$ cat src/hw/acs_pkg.sv
package acs_pkg;
    // =========================================================
    // register map (byte addresses, one 32-bit word each)
    localparam logic [7:0] ACS_OFF_CSR      = 8'h00;
    localparam logic [7:0] ACS_OFF_IRQ_STAT = 8'h04;
    localparam logic [7:0] ACS_OFF_IRQ_MASK = 8'h08;
    localparam logic [7:0] ACS_OFF_SEQ_STAT = 8'h0C;

    // =========================================================
    // converter_control_status field positions
    localparam int ACS_BIT_END_FLAG  = 7;
    localparam int ACS_BIT_END_IE    = 6;
    localparam int ACS_BIT_START     = 5;
    localparam int ACS_BIT_SCAN      = 4;
    localparam int ACS_BIT_SPEED     = 3;
    localparam int ACS_BIT_CH_TOP    = 2;
    localparam int ACS_CSR_W         = 8;
    localparam logic [7:0] ACS_CSR_RESET = 8'h00;

    // =========================================================
    // event status / mask layout
    localparam int ACS_EVT_CONV_DONE = 0;
    localparam int ACS_EVT_PASS_END  = 1;
    localparam int ACS_EVT_W         = 2;
    localparam logic [1:0] ACS_EVT_RESET = 2'h0;

    // =========================================================
    // conversion timing: one state is one clock period
    localparam int ACS_CLK_MHZ         = 200;
    localparam int ACS_CLK_PER_STATE   = 1;
    localparam int ACS_CONV_STATES_SLW = 266;
    localparam int ACS_CONV_STATES_FST = 134;
    localparam int ACS_CONV_CYC_SLW    = ACS_CONV_STATES_SLW * ACS_CLK_PER_STATE;
    localparam int ACS_CONV_CYC_FST    = ACS_CONV_STATES_FST * ACS_CLK_PER_STATE;
    localparam int ACS_CNT_W           = 9;

    // =========================================================
    // sequencer states
    typedef enum logic {
        ACS_ST_IDLE,
        ACS_ST_CONV
    } acs_state_t;
endpackage

$ cat src/hw/acs_adc_control_status.sv
// Behaviour
// - In single mode the end flag is set when the one requested conversion finishes.
// - In scan mode the end flag is set once every channel of the group was converted this pass.
// - The end flag clears only after software read it as 1 and then wrote 0 to it.
// - Writing 1 to the end flag is ignored; a write of 0 can only clear it.
// - With top select at 0, scan covers inputs 0 to the low code; single takes that input.
// - With top select at 1, scan covers inputs 4 to 4 plus the low code; single takes it.
//
// The register addresses and the APB interface to the registers were chosen for this implementation.
`timescale 1ns/1ps
`default_nettype none
module acs_adc_control_status
    import acs_pkg::*;
(
    input  wire logic        clock,
    input  wire logic        sys_rst,
    input  wire logic [7:0]  paddr,
    input  wire logic        psel,
    input  wire logic        penable,
    input  wire logic        pwrite,
    input  wire logic [31:0] pwdata,
    output logic      [31:0] prdata,
    output logic             pready,
    output logic             pslverr,
    output logic      [2:0]  analog_input,
    output logic             conversion_active,
    output logic             conversion_done,
    output logic             conversion_end_irq,
    output logic             irq
);

    // =========================================================
    // apb slave
    logic        pready_q;
    logic        pslverr_q;
    logic [31:0] prdata_q;
    logic        acc;
    logic        wr_csr;
    logic        rd_csr;
    logic        wr_stat;
    logic        wr_mask;
    logic        mapped;

    // control / status fields
    logic        flag_q;
    logic        ie_q;
    logic        start_q;
    logic        scan_q;
    logic        speed_q;
    logic [2:0]  sel_q;
    logic        armed_q;
    logic [ACS_EVT_W-1:0] stat_q;
    logic [ACS_EVT_W-1:0] mask_q;

    // sequencer
    acs_state_t  st_q;
    logic [ACS_CNT_W-1:0] cnt_q;
    logic [2:0]  ch_q;
    logic [2:0]  ch_last;
    logic [2:0]  ch_base;
    logic        load_evt;
    logic        done_evt;
    logic        pass_end;
    logic        flag_set;
    logic        irq_q;
    logic        eirq_q;
    logic        done_q;

    assign mapped = (paddr == ACS_OFF_CSR) || (paddr == ACS_OFF_IRQ_STAT) ||
                    (paddr == ACS_OFF_IRQ_MASK) || (paddr == ACS_OFF_SEQ_STAT);
    // access edge: the only edge at which writes land and reads count
    assign acc     = psel && penable && pready_q;
    assign wr_csr  = acc && pwrite && (paddr == ACS_OFF_CSR);
    assign rd_csr  = acc && !pwrite && (paddr == ACS_OFF_CSR);
    assign wr_stat = acc && pwrite && (paddr == ACS_OFF_IRQ_STAT);
    assign wr_mask = acc && pwrite && (paddr == ACS_OFF_IRQ_MASK);

    // ready is raised in setup so the access phase has zero wait states
    always_ff @(posedge clock or posedge sys_rst) begin
        if (sys_rst) begin
            pready_q  <= 1'b0;
            pslverr_q <= 1'b0;
        end else begin
            pready_q  <= psel && !penable;
            pslverr_q <= psel && !penable && !mapped;
        end
    end

    // read data captured in setup, held through the access phase
    always_ff @(posedge clock or posedge sys_rst) begin
        if (sys_rst) begin
            prdata_q <= 32'h0000_0000;
        end else if (psel && !penable) begin
            unique case (paddr)
                ACS_OFF_CSR:      prdata_q <= {24'h00_0000, flag_q, ie_q, start_q,
                                               scan_q, speed_q, sel_q};
                ACS_OFF_IRQ_STAT: prdata_q <= {30'h0000_0000, stat_q};
                ACS_OFF_IRQ_MASK: prdata_q <= {30'h0000_0000, mask_q};
                ACS_OFF_SEQ_STAT: prdata_q <= {27'h000_0000, (st_q == ACS_ST_CONV),
                                               1'b0, ch_q};
                default:          prdata_q <= 32'h0000_0000;
            endcase
        end
    end

    // =========================================================
    // control fields written by software
    always_ff @(posedge clock or posedge sys_rst) begin
        if (sys_rst) begin
            ie_q    <= ACS_CSR_RESET[ACS_BIT_END_IE];
            scan_q  <= ACS_CSR_RESET[ACS_BIT_SCAN];
            speed_q <= ACS_CSR_RESET[ACS_BIT_SPEED];
            sel_q   <= ACS_CSR_RESET[ACS_BIT_CH_TOP:0];
        end else if (wr_csr) begin
            ie_q    <= pwdata[ACS_BIT_END_IE];
            scan_q  <= pwdata[ACS_BIT_SCAN];
            speed_q <= pwdata[ACS_BIT_SPEED];
            sel_q   <= pwdata[ACS_BIT_CH_TOP:0];
        end
    end

    // start bit: software write wins over the automatic clear
    always_ff @(posedge clock or posedge sys_rst) begin
        if (sys_rst) begin
            start_q <= ACS_CSR_RESET[ACS_BIT_START];
        end else if (wr_csr) begin
            start_q <= pwdata[ACS_BIT_START];
        end else if (done_evt && !scan_q) begin
            start_q <= 1'b0;
        end
    end

    // arm on the flag value the read returned, not the live flag: a set
    // between the setup and access edges must not arm an unseen flag
    always_ff @(posedge clock or posedge sys_rst) begin
        if (sys_rst) begin
            armed_q <= 1'b0;
        end else if (wr_csr) begin
            armed_q <= 1'b0;
        end else if (rd_csr && prdata_q[ACS_BIT_END_FLAG]) begin
            armed_q <= 1'b1;
        end
    end

    // end flag: set wins over clear, a written 1 does nothing
    assign flag_set = done_evt && (!scan_q || pass_end);
    always_ff @(posedge clock or posedge sys_rst) begin
        if (sys_rst) begin
            flag_q <= ACS_CSR_RESET[ACS_BIT_END_FLAG];
        end else if (flag_set) begin
            flag_q <= 1'b1;
        end else if (wr_csr && !pwdata[ACS_BIT_END_FLAG] && armed_q) begin
            flag_q <= 1'b0;
        end
    end

    // =========================================================
    // channel sequencer
    assign ch_base  = {sel_q[ACS_BIT_CH_TOP], 2'b00};
    assign ch_last  = sel_q;
    assign pass_end = (ch_q == ch_last);
    assign done_evt = (st_q == ACS_ST_CONV) && start_q && (cnt_q == '0);
    assign load_evt = ((st_q == ACS_ST_IDLE) && start_q) || (done_evt && scan_q);

    // clearing start mid-conversion aborts without setting the flag
    always_ff @(posedge clock or posedge sys_rst) begin
        if (sys_rst) begin
            st_q <= ACS_ST_IDLE;
        end else begin
            unique case (st_q)
                ACS_ST_IDLE: if (start_q) begin
                    st_q <= ACS_ST_CONV;
                end
                ACS_ST_CONV: if (!start_q || (done_evt && !scan_q)) begin
                    st_q <= ACS_ST_IDLE;
                end
            endcase
        end
    end

    // conversion timer, reloaded per channel from the current speed
    always_ff @(posedge clock or posedge sys_rst) begin
        if (sys_rst) begin
            cnt_q <= '0;
        end else if (load_evt) begin
            cnt_q <= speed_q ? ACS_CNT_W'(ACS_CONV_CYC_FST - 1)
                             : ACS_CNT_W'(ACS_CONV_CYC_SLW - 1);
        end else if (st_q == ACS_ST_CONV && cnt_q != '0) begin
            cnt_q <= cnt_q - 1'b1;
        end
    end

    // channel pointer: single takes the code, scan walks base..last
    always_ff @(posedge clock or posedge sys_rst) begin
        if (sys_rst) begin
            ch_q <= 3'h0;
        end else if (st_q == ACS_ST_IDLE && start_q) begin
            ch_q <= scan_q ? ch_base : sel_q;
        end else if (done_evt && scan_q) begin
            ch_q <= pass_end ? ch_base : ch_q + 3'h1;
        end
    end

    // =========================================================
    // event status (write one to clear, set wins) and mask
    always_ff @(posedge clock or posedge sys_rst) begin
        if (sys_rst) begin
            stat_q <= ACS_EVT_RESET;
        end else begin
            stat_q[ACS_EVT_CONV_DONE] <= done_evt ||
                (stat_q[ACS_EVT_CONV_DONE] && !(wr_stat && pwdata[ACS_EVT_CONV_DONE]));
            stat_q[ACS_EVT_PASS_END]  <= flag_set ||
                (stat_q[ACS_EVT_PASS_END] && !(wr_stat && pwdata[ACS_EVT_PASS_END]));
        end
    end

    always_ff @(posedge clock or posedge sys_rst) begin
        if (sys_rst) begin
            mask_q <= ACS_EVT_RESET;
        end else if (wr_mask) begin
            mask_q <= pwdata[ACS_EVT_W-1:0];
        end
    end

    // registered outputs
    always_ff @(posedge clock or posedge sys_rst) begin
        if (sys_rst) begin
            irq_q  <= 1'b0;
            eirq_q <= 1'b0;
            done_q <= 1'b0;
        end else begin
            irq_q  <= |(stat_q & mask_q);
            eirq_q <= flag_q && ie_q;
            done_q <= done_evt;
        end
    end

    assign prdata             = prdata_q;
    assign pready             = pready_q;
    assign pslverr            = pslverr_q;
    assign analog_input       = ch_q;
    assign conversion_active  = (st_q == ACS_ST_CONV);
    assign conversion_done    = done_q;
    assign conversion_end_irq = eirq_q;
    assign irq                = irq_q;

    // =========================================================
    // checks
    logic [ACS_CNT_W-1:0] len_q;
    logic                 spd_lat_q;
    localparam int LIM_SLW = ACS_CONV_CYC_SLW;
    localparam int LIM_FST = ACS_CONV_CYC_FST;

    // helper: cycles spent on the current channel
    always_ff @(posedge clock or posedge sys_rst) begin
        if (sys_rst) begin
            len_q     <= '0;
            spd_lat_q <= 1'b0;
        end else if (load_evt) begin
            len_q     <= '0;
            spd_lat_q <= speed_q;
        end else if (st_q == ACS_ST_CONV) begin
            len_q <= len_q + 1'b1;
        end
    end
endmodule // acs_adc_control_status
`default_nettype wire

$ cat config.mk
export PLATFORM = sky130hd
export DESIGN_NAME = acs_adc_control_status
export DESIGN_NICKNAME = d
export VERILOG_FILES = /design/src/hw/acs_pkg.sv /design/src/hw/acs_adc_control_status.sv
export SDC_FILE = /design/constraint.sdc
export NUM_CORES = 1
export LEC_CHECK = 0
export BUFFER_PORTS_ARGS = -buffer_cell sky130_fd_sc_hd__buf_2
export CORE_UTILIZATION = 45
export CTS_CLUSTER_DIAMETER = 40
export DETAILED_ROUTE_END_ITERATION = 16
export GPL_TIMING_DRIVEN = 0
export PLACE_DENSITY = 0.86
export RECOVER_POWER = 50
export SYNTH_ARGS = -nofsm -noshare
export SYNTH_HDL_FRONTEND = slang
export SYNTH_SLANG_ARGS = --single-unit
export TNS_END_PERCENT = 1
$ cat constraint.sdc
create_clock -name clock -period 2.5 [get_ports clock]
set_clock_uncertainty 0.2 [all_clocks]
set_input_delay 0.125 -clock clock [delete_from_list [all_inputs] [get_ports clock]]
set_output_delay 0.125 -clock clock [all_outputs]
set_load 0.1 [all_outputs]
# After elaboration in Yosys (flattened, before gate mapping)
# Index checks and enable logic that the tools add are counted.
# totals
inputBits,45
out_inout_bits,41
regBits,63
elab_cells,93
# classes
mux,17
eq_ne,4
bitwise,2
n_addsub,2
reduce_logical,50
# ops
cell,count
one-hot mux 8 bit (4 select lines),1
2-to-1 mux 9 bit,3
logical AND 1 bit,25
"== test 8 x 4 -> 1 bit, second input constant",2
nonzero test 2 bit,5
zero test 9 bit,1
2-to-1 mux 3 bit,3
nonzero test 9 bit,1
"subtractor 9 x 1 -> 9 bit, second input constant",1
"== test 8 x 3 -> 1 bit, second input constant",1
zero test 1 bit,8
zero test 8 bit,1
logical OR 1 bit,8
2-to-1 mux 1 bit,8
"adder 3 x 1 -> 3 bit, second input constant",1
== test 3 bit,1
bitwise AND 2 bit,1
2-to-1 mux 2 bit,1
one-hot mux 1 bit (2 select lines),1
OR reduction 2 bit,1
inverter 1 bit,1

# Depth between registers and ports, before layout
# Gate-level depths: netlist (run 1).
# logic_depth
depth_word,8
mapped_depth,6
ltp_nobuf,6

# Least setup slack after synthesis (run 1)
# OpenSTA, ideal clock, no wires.
# synth_path
path_type,register to register
from,"register pready_q, in the netlist pready"
to,"register sel_q[0], in the netlist ch_last[0]"
synth_period_minus_slack_ns,2.506
setup_slack_ns,-0.006
setup_ns,0.125
path_stages_with_launch,4
path_buffers,0
arrival_time_ns,2.181
path_cell_list,dfrtp_1 > nand4_1 > nor4b_2 > mux2_2
# synth_via
elab_chain_len,3
# synth_lines
element,line_no,rtl
"start, declared",acs_adc_control_status.sv:34,logic pready_q;
"start signal, assigned",acs_adc_control_status.sv:84,pready_q <= psel && !penable;
logical AND 1 bit,acs_adc_control_status.sv:72,assign acc = psel && penable && pready_q;
logical AND 1 bit (2 in series),acs_adc_control_status.sv:73,assign wr_csr = acc && pwrite && (paddr == ACS_OFF_CSR);
"end signal, assigned",acs_adc_control_status.sv:113,sel_q <= ACS_CSR_RESET[ACS_BIT_CH_TOP:0];
"end signal, assigned",acs_adc_control_status.sv:118,sel_q <= pwdata[ACS_BIT_CH_TOP:0];
"end, declared",acs_adc_control_status.sv:50,logic [2:0] sel_q;
# Every way passes these cells.
# A chain may end at the register's enable or synchronous reset.

# Worst setup path in the final report (run 1)
# layout_path
from,input psel
to,"register sel_q[1], in the netlist ch_last[1]"
# layout_via
elab_chain_len,4
# layout_lines
element,line_no,rtl
"start, declared",acs_adc_control_status.sv:18,"input wire logic psel,"
logical AND 1 bit (2 in series),acs_adc_control_status.sv:72,
logical AND 1 bit (2 in series),acs_adc_control_status.sv:73,
# Every way passes these cells.

==> run metrics, run 1 <==
Die W=69.51 um; port bufs=37; Slew headroom=4.974%; max-slew violation count=0; WL final=4.261 mm; top post-synthesis cells by count=39 x dfrtp_1, 24 x buf_4, 12 x inv_1, 11 x nand2_1, 11 x nor2_1; Worst Setup End Kind=flop; leak pwr=1.318 nW; worst-path fanout max=10; GP Congestion=0.8211; Reg power frac=46.5%; Clock power frac=28.9%; pwr dens=556.4 nW/um^2; sequential-to-total area share from yosys stat=47.59%; largest net degree at the start of global routing=40; Int Pwr=0.9342 mW; post-route ant nets=0; DIE HEIGHT=69.51 um; setup tns final=0 ns; first-pass GRT wire length=7.203 mm; Critical Path Start Type=primary input; Synth area leader=dfrtp_1; CP Data Arrival Time=2.28 ns; Post-CTS Setup Inserts=0; most numerous cell in the Yosys netlist=dfrtp_1; fin crit share=91.91%; grt ovf=0; std cell rows=24; Residual DRC=0; initial antenna violation count=0; Final WS setup=0.2022 ns; outcome=completed; type of the worst min-delay path=in -> reg; final critical-path required period=2.298 ns; synthesized area=2051 sq um; post-DR wirelength/cell=13.32 um; Clock Path Buffers=2; Initial Util=47.10%; path type of the worst setup path=in -> reg; number of global-route vias before repair=1,569; Synth Register Bits=39; Top FF cell, synth=dfrtp_1; CTS tree=built; share of flip-flops with an asynchronous set or reset=100.0%; R2R depth=6; first-iteration detailed-routing DRC count=101; Synth area leaders=dfrtp_1 48%, buf_4 8.8%, mux2_2 3.3%; post-synth cell types=47; Switching Fraction=34.93%; Layout Utilization=59.25%; Hold Violations, Final=0; TritonCTS sink count=39; Syn Area/Cell=10.79 sq um; VDD IR max=258.7 uV; worst setup slack after placement=-0.04750 ns; hold path depth=4; worst skew pair latency=0.29 ns; DR vias/cell=5.141; instance count of the mapped netlist=190; Worst-Margin Slew=1.424 ns; Synth top area share=47.59%; Antenna diodes=0; P&R area growth vs syn=25.81%; CP Data Required Time=2.48 ns; hpwl dp=3.041 mm; total of max-cap violations=0; CTS clk-pin slew, worst paths=0.08 ns; clk root buf=clkbuf_8; TritonCTS Buffers=5; FF-to-FF setup slack=0.28 ns; via count=1,645; Logic pwr share=24.6%; Synth warnings=0; DIE AREA=4831 sq um; Core ar.=4354 sq um; fin nets=314; drt pass-1 iters=4; f_max=0.4352 GHz; Psw=0.5014 mW; total track usage=19.11%; unrepaired setup endpoints after global routing=no; final setup fails=0; layout cell share with drive strength beyond 1=30.22%; EDFF count, synth=0; htree depth=2; # IOs=86
## cell families after synthesis
| family | Yosys count | synth area share, % |
|---|---|---|
| AOI/OAI and AO/OA | 42 | 15.01 |
| xor gates and xnor gates | 6 | 2.563 |
| adders and majority gates | 2 | 1.220 |
| buffers and inverters | 39 | 11.90 |
| DFF | 39 | 47.59 |
| muxes | 10 | 6.955 |
| other | 1 | 0.1829 |
| and+or+nand+nor | 51 | 14.58 |
## critical path: stages
cell and delay, ns:
dlygate4sd3_1 0.52, clkbuf_1 0.13, nand4_1 0.14, nor4b_2 0.93, mux2_2 0.43
## sequential cells by signal, indices dropped and copies added, names as in the netlist, 2 cells and up
register and cells:
analog_input 3, ch_last 3, cnt_q 9, mask_q 2, prdata 8, stat_q 2
## per-stage QoR
step | hold WS (ns) | instance area, sq um | instances | total power [mW]
finish | 0.006356 | 2580 | 320 | 1.436
detailed placement | 0.1322 | 2389 | 302 | 1.007
global route | 0.02261 | 2580 | 320 | 1.501
floorplan | 0.04184 | 2138 | 213 | 0.9605
CTS | 0.002960 | 2581 | 320 | 1.443
global placement | 0.1585 | 2389 | 302 | 1.001
## cells in the final DEF (no fill, tap or decap), types with 2 or more instances in the layout
cell	count
a21oi_1	4
o21ai_0	6
nand3_1	6
nand2_1	11
a22oi_1	2
nor2b_1	2
xnor2_1	6
and3_1	3
nand4_1	2
a211oi_1	3
a22o_1	7
mux4_2	2
mux2_4	2
buf_4	24
ha_1	2
mux2_2	6
clkinv_2	3
a31oi_1	3
nor2_1	11
clkbuf_8	5
or4_4	2
o311ai_0	2
dlygate4sd3_1	10
or3_1	2
buf_2	30
clkbuf_1	8
and2_1	2
conb_1	24
o31ai_1	5
dfrtp_1	38
inv_1	12
## cell type report
cell class | count | area [sq um]
Fill cell | 372 | 1774
Sequential cell | 39 | 977.2
Multi-Input combinational cell | 135 | 933.4
Timing Repair Buffer | 47 | 276.5
Buffer | 27 | 198.9
Clock buffer | 5 | 68.82
Tap cell | 52 | 65.06
Inverter | 12 | 45.04
Clock inverter | 3 | 15.01
## per-layer routing
metal  vias up  share of wire, %  routed length [um]  GRT usage [%]
li1        793                 -                   -              -
met1       776                44                1854          24.90
met2        63                48                2033          29.02
met3        13               6.5                 275          6.395
met4         0               2.3                  97          8.390
met5         -                 0                   0              0
## what timing repair did
action	4_1_cts	5_1_grt
gates resized for setup	1	1
setup endpoints to repair	2	1
hold buffers	10	0
hold endpoints to repair	51	0
## power groups by stage
stage	combinational [mW]	sequential, mW	clock [mW]
2_1_floorplan	0.271	0.689	0
3_3_place_gp	0.326	0.675	0
3_5_place_dp	0.331	0.676	0
4_1_cts	0.352	0.666	0.424
5_1_grt	0.376	0.669	0.456
6_report	0.354	0.667	0.415
## path summary, 6_finish.rpt
kind                                                to             startpoint
setup reg to reg           analog_input[2]$_DFFE_PP0P_   cnt_q[0]$_DFFE_PP0P_
setup / recovery                ch_last[1]$_DFFE_PP0N_                   psel
max in group asynchronous             pready$_DFF_PP0_                sys_rst
min in group asynchronous         cnt_q[3]$_DFFE_PP0P_                sys_rst
hold reg to reg                  prdata[4]$_DFFE_PP0P_  prdata[4]$_DFFE_PP0P_
hold / removal                       pslverr$_DFF_PP0_               paddr[4]
Power figures use the tool's default switching activity.
==> run 2, diff against run 1 <==
- CTS_CLUSTER_SIZE: unset -> 8
- clock period: 2.5 -> 2.8 ns (I/O delays scaled with it)
==> run 2 against run 1 <==
Combinational power is 12% lower; sequential power is 11% lower; via count is 2.0% higher; global-route usage is 0.25 points higher; critical path depth is 1 higher; critical path type is now reg -> reg.
==> run metrics, run 2 (synthesis results as in run 1) <==
number of global-route vias before repair=1,620 (was 1,569); outcome=completed (unchanged); type of the worst min-delay path=in -> reg (unchanged); port bufs=37 (unchanged); CTS clk-pin slew, worst paths=0.07 ns (was 0.08 ns); launching point of the worst reg2reg path=cnt_q[0]$_DFFE_PP0P_ (unchanged); pwr dens=534.3 nW/um^2 (was 556.4 nW/um^2); first-iteration detailed-routing DRC count=86 (was 101); clk root buf=clkbuf_8 (unchanged); fin nets=314 (unchanged); final setup fails=0 (unchanged); DIE AREA=4831 sq um (unchanged); Top reg by flops=cnt_q (unchanged); Residual DRC=0 (unchanged); Worst Setup End Kind=flop (unchanged); Critical Path Max Stage Delay=0.50 ns (was 0.93 ns); initial antenna violation count=0 (unchanged); Hold Violations, Final=0 (unchanged); Slew headroom=6.053% (was 4.974%); VDD IR max=227.4 uV (was 258.7 uV); Post-Layout Cell Count=320 (unchanged); htree depth=2 (unchanged); P&R area growth vs syn=27.09% (was 25.81%); setup tns final=0 ns (unchanged); final total power=1.392 mW (was 1.436 mW); TritonCTS Buffers=5 (unchanged); CP Data Arrival Time=2.34 ns (was 2.28 ns); Post-CTS Setup Inserts=0 (unchanged); Worst Setup SP=cnt_q[0]$_DFFE_PP0P_ (was psel); max-slew violation count=0 (unchanged); hpwl dp=3.062 mm (was 3.041 mm); Layout Utilization=59.86% (was 59.25%); GRT met3 Usage=4.506% (was 6.395%); worst-path fanout max=10 (unchanged); max reg flops=9 (unchanged); total track usage=19.35% (was 19.11%); via count=1,678 (was 1,645); Global Route met2 Usage=30.74% (was 29.02%); FF-to-FF setup slack=0.40 ns (was 0.28 ns); final critical-path required period=2.397 ns; Setup crit end=analog_input[2]$_DFFE_PP0P_ (was ch_last[1]$_DFFE_PP0N_); dpl cells=302 (unchanged); first-pass GRT wire length=7.245 mm (was 7.203 mm); Core ar.=4354 sq um (unchanged); TritonCTS sink count=39 (unchanged); Die W=69.51 um (unchanged); Antenna diodes=0 (unchanged); total of max-cap violations=0 (unchanged); path type of the worst setup path=reg -> reg (was in -> reg); unrepaired setup endpoints after global routing=no (unchanged); Clock Path Buffers=2 (unchanged); worst skew pair latency=0.29 ns (about the same); largest net degree at the start of global routing=40 (unchanged); R2R depth=6 (unchanged); DIE HEIGHT=69.51 um (unchanged); leak pwr=1.337 nW (was 1.318 nW); met1 Use GR=24.38% (was 24.90%); layout cell share with drive strength beyond 1=29.85% (was 30.22%); R2R Path End=analog_input[2]$_DFFE_PP0P_ (unchanged); Critical Path Start Type=flop (was primary input); std cell rows=24 (unchanged); most frequent cells in the layout=39 x dfrtp_1, 31 x buf_2, 24 x buf_4, 24 x conb_1, 12 x inv_1 (was 38 x dfrtp_1, 30 x buf_2, 24 x buf_4, 24 x conb_1, 12 x inv_1); worst hold slack=0.03030 ns (was 0.006356 ns); drt pass-1 iters=4 (unchanged); Worst path slowest cell=a41oi_1 (was nor4b_2); Initial Util=47.10% (unchanged); # IOs=86 (unchanged); most common cell after layout, fill and taps aside=dfrtp_1 (unchanged); Worst-Margin Slew=1.408 ns (was 1.424 ns); CP Cell Sequence=inv_1, ha_1, nor4b_4, a41oi_1, a31oi_1, o32ai_1 (was dlygate4sd3_1, clkbuf_1, nand4_1, nor4b_2, mux2_2); CP Data Required Time=2.74 ns (was 2.48 ns); GP Congestion=0.8680 (was 0.8211); post-route ant nets=0 (unchanged); fin crit share=85.62%; WL final=4.351 mm (was 4.261 mm); CTS tree=built (unchanged); Top Usage Layer GRT=met2 (unchanged); grt ovf=0 (unchanged); DR vias/cell=5.244 (was 5.141); f_max=0.4171 GHz; post-DR wirelength/cell=13.60 um (was 13.32 um)
run 2: per-stage QoR:
step                      area [sq um]  worst slack (ns)
after floorplan                   2137            0.2938
after global placement            2387            0.3269
after detailed placement          2387            0.2478
after CTS                         2605            0.2321
after global routing              2606            0.2423
final                             2606            0.4026
run 2: worst max-delay path, delay by kind of cell, from the launching register on:
family          cells  cell delay [ns]
fa+ha+maj           1             0.20
simple gates        1             0.43
flops               1             0.42
compound gates      3             0.93
buf+inv             1             0.08
run 2: power breakdown:
part	total [mW]	internal (mW)	switching, mW
sequential	0.595	0.578	0.0172
combinational	0.313	0.0860	0.227
clock	0.485	0.288	0.196
total	1.39	0.952	0.441
run 2: worst min-delay path by stage:
| stage | startpoint | cells past startpoint | to | slack [ns] |
|---|---|---|---|---|
| finish | paddr[4] | 4 | pslverr$_DFF_PP0_ | 0.03 |
| global route | pwdata[7] | 3 | flag_q$_DFFE_PP0P_ | 0.06 |
| CTS | paddr[4] | 4 | pslverr$_DFF_PP0_ | 0.02 |
| detailed placement | sys_rst | 2 | analog_input[0]$_DFFE_PP0P_ | 0.14 |
| global placement | pwdata[2] | 2 | ch_last[2]$_DFFE_PP0N_ | 0.17 |
| floorplan | pwdata[4] | 2 | scan_q$_DFFE_PP0N_ | 0.06 |
run 2: repair_timing:
| item | in CTS | in global routing |
|---|---|---|
| hold buffers | 10 | 0 |
| endpoints found under the hold margin | 51 | 0 |
| endpoints found under the setup margin | 0 | 1 |
| gates resized for setup | 0 | 1 |
run 2: area by class of cell:
type                    count  area, sq um
repair buffers             47        277.8
clock inverters             2        35.03
flip-flops and latches     39        975.9
fillers                   379         1748
multi-input cells         135        925.9
well taps                  52        65.06
clock buffers               6        82.58
plain buffers              27        198.9
inverters                  12        45.04
run 2: layer usage:
| metal | vias up | routed length (um) |
|---|---|---|
| met4 | 0 | 102 |
| met2 | 80 | 2032 |
| met1 | 790 | 1864 |
| met5 | - | 0 |
| met3 | 12 | 351 |
| li1 | 796 | - |
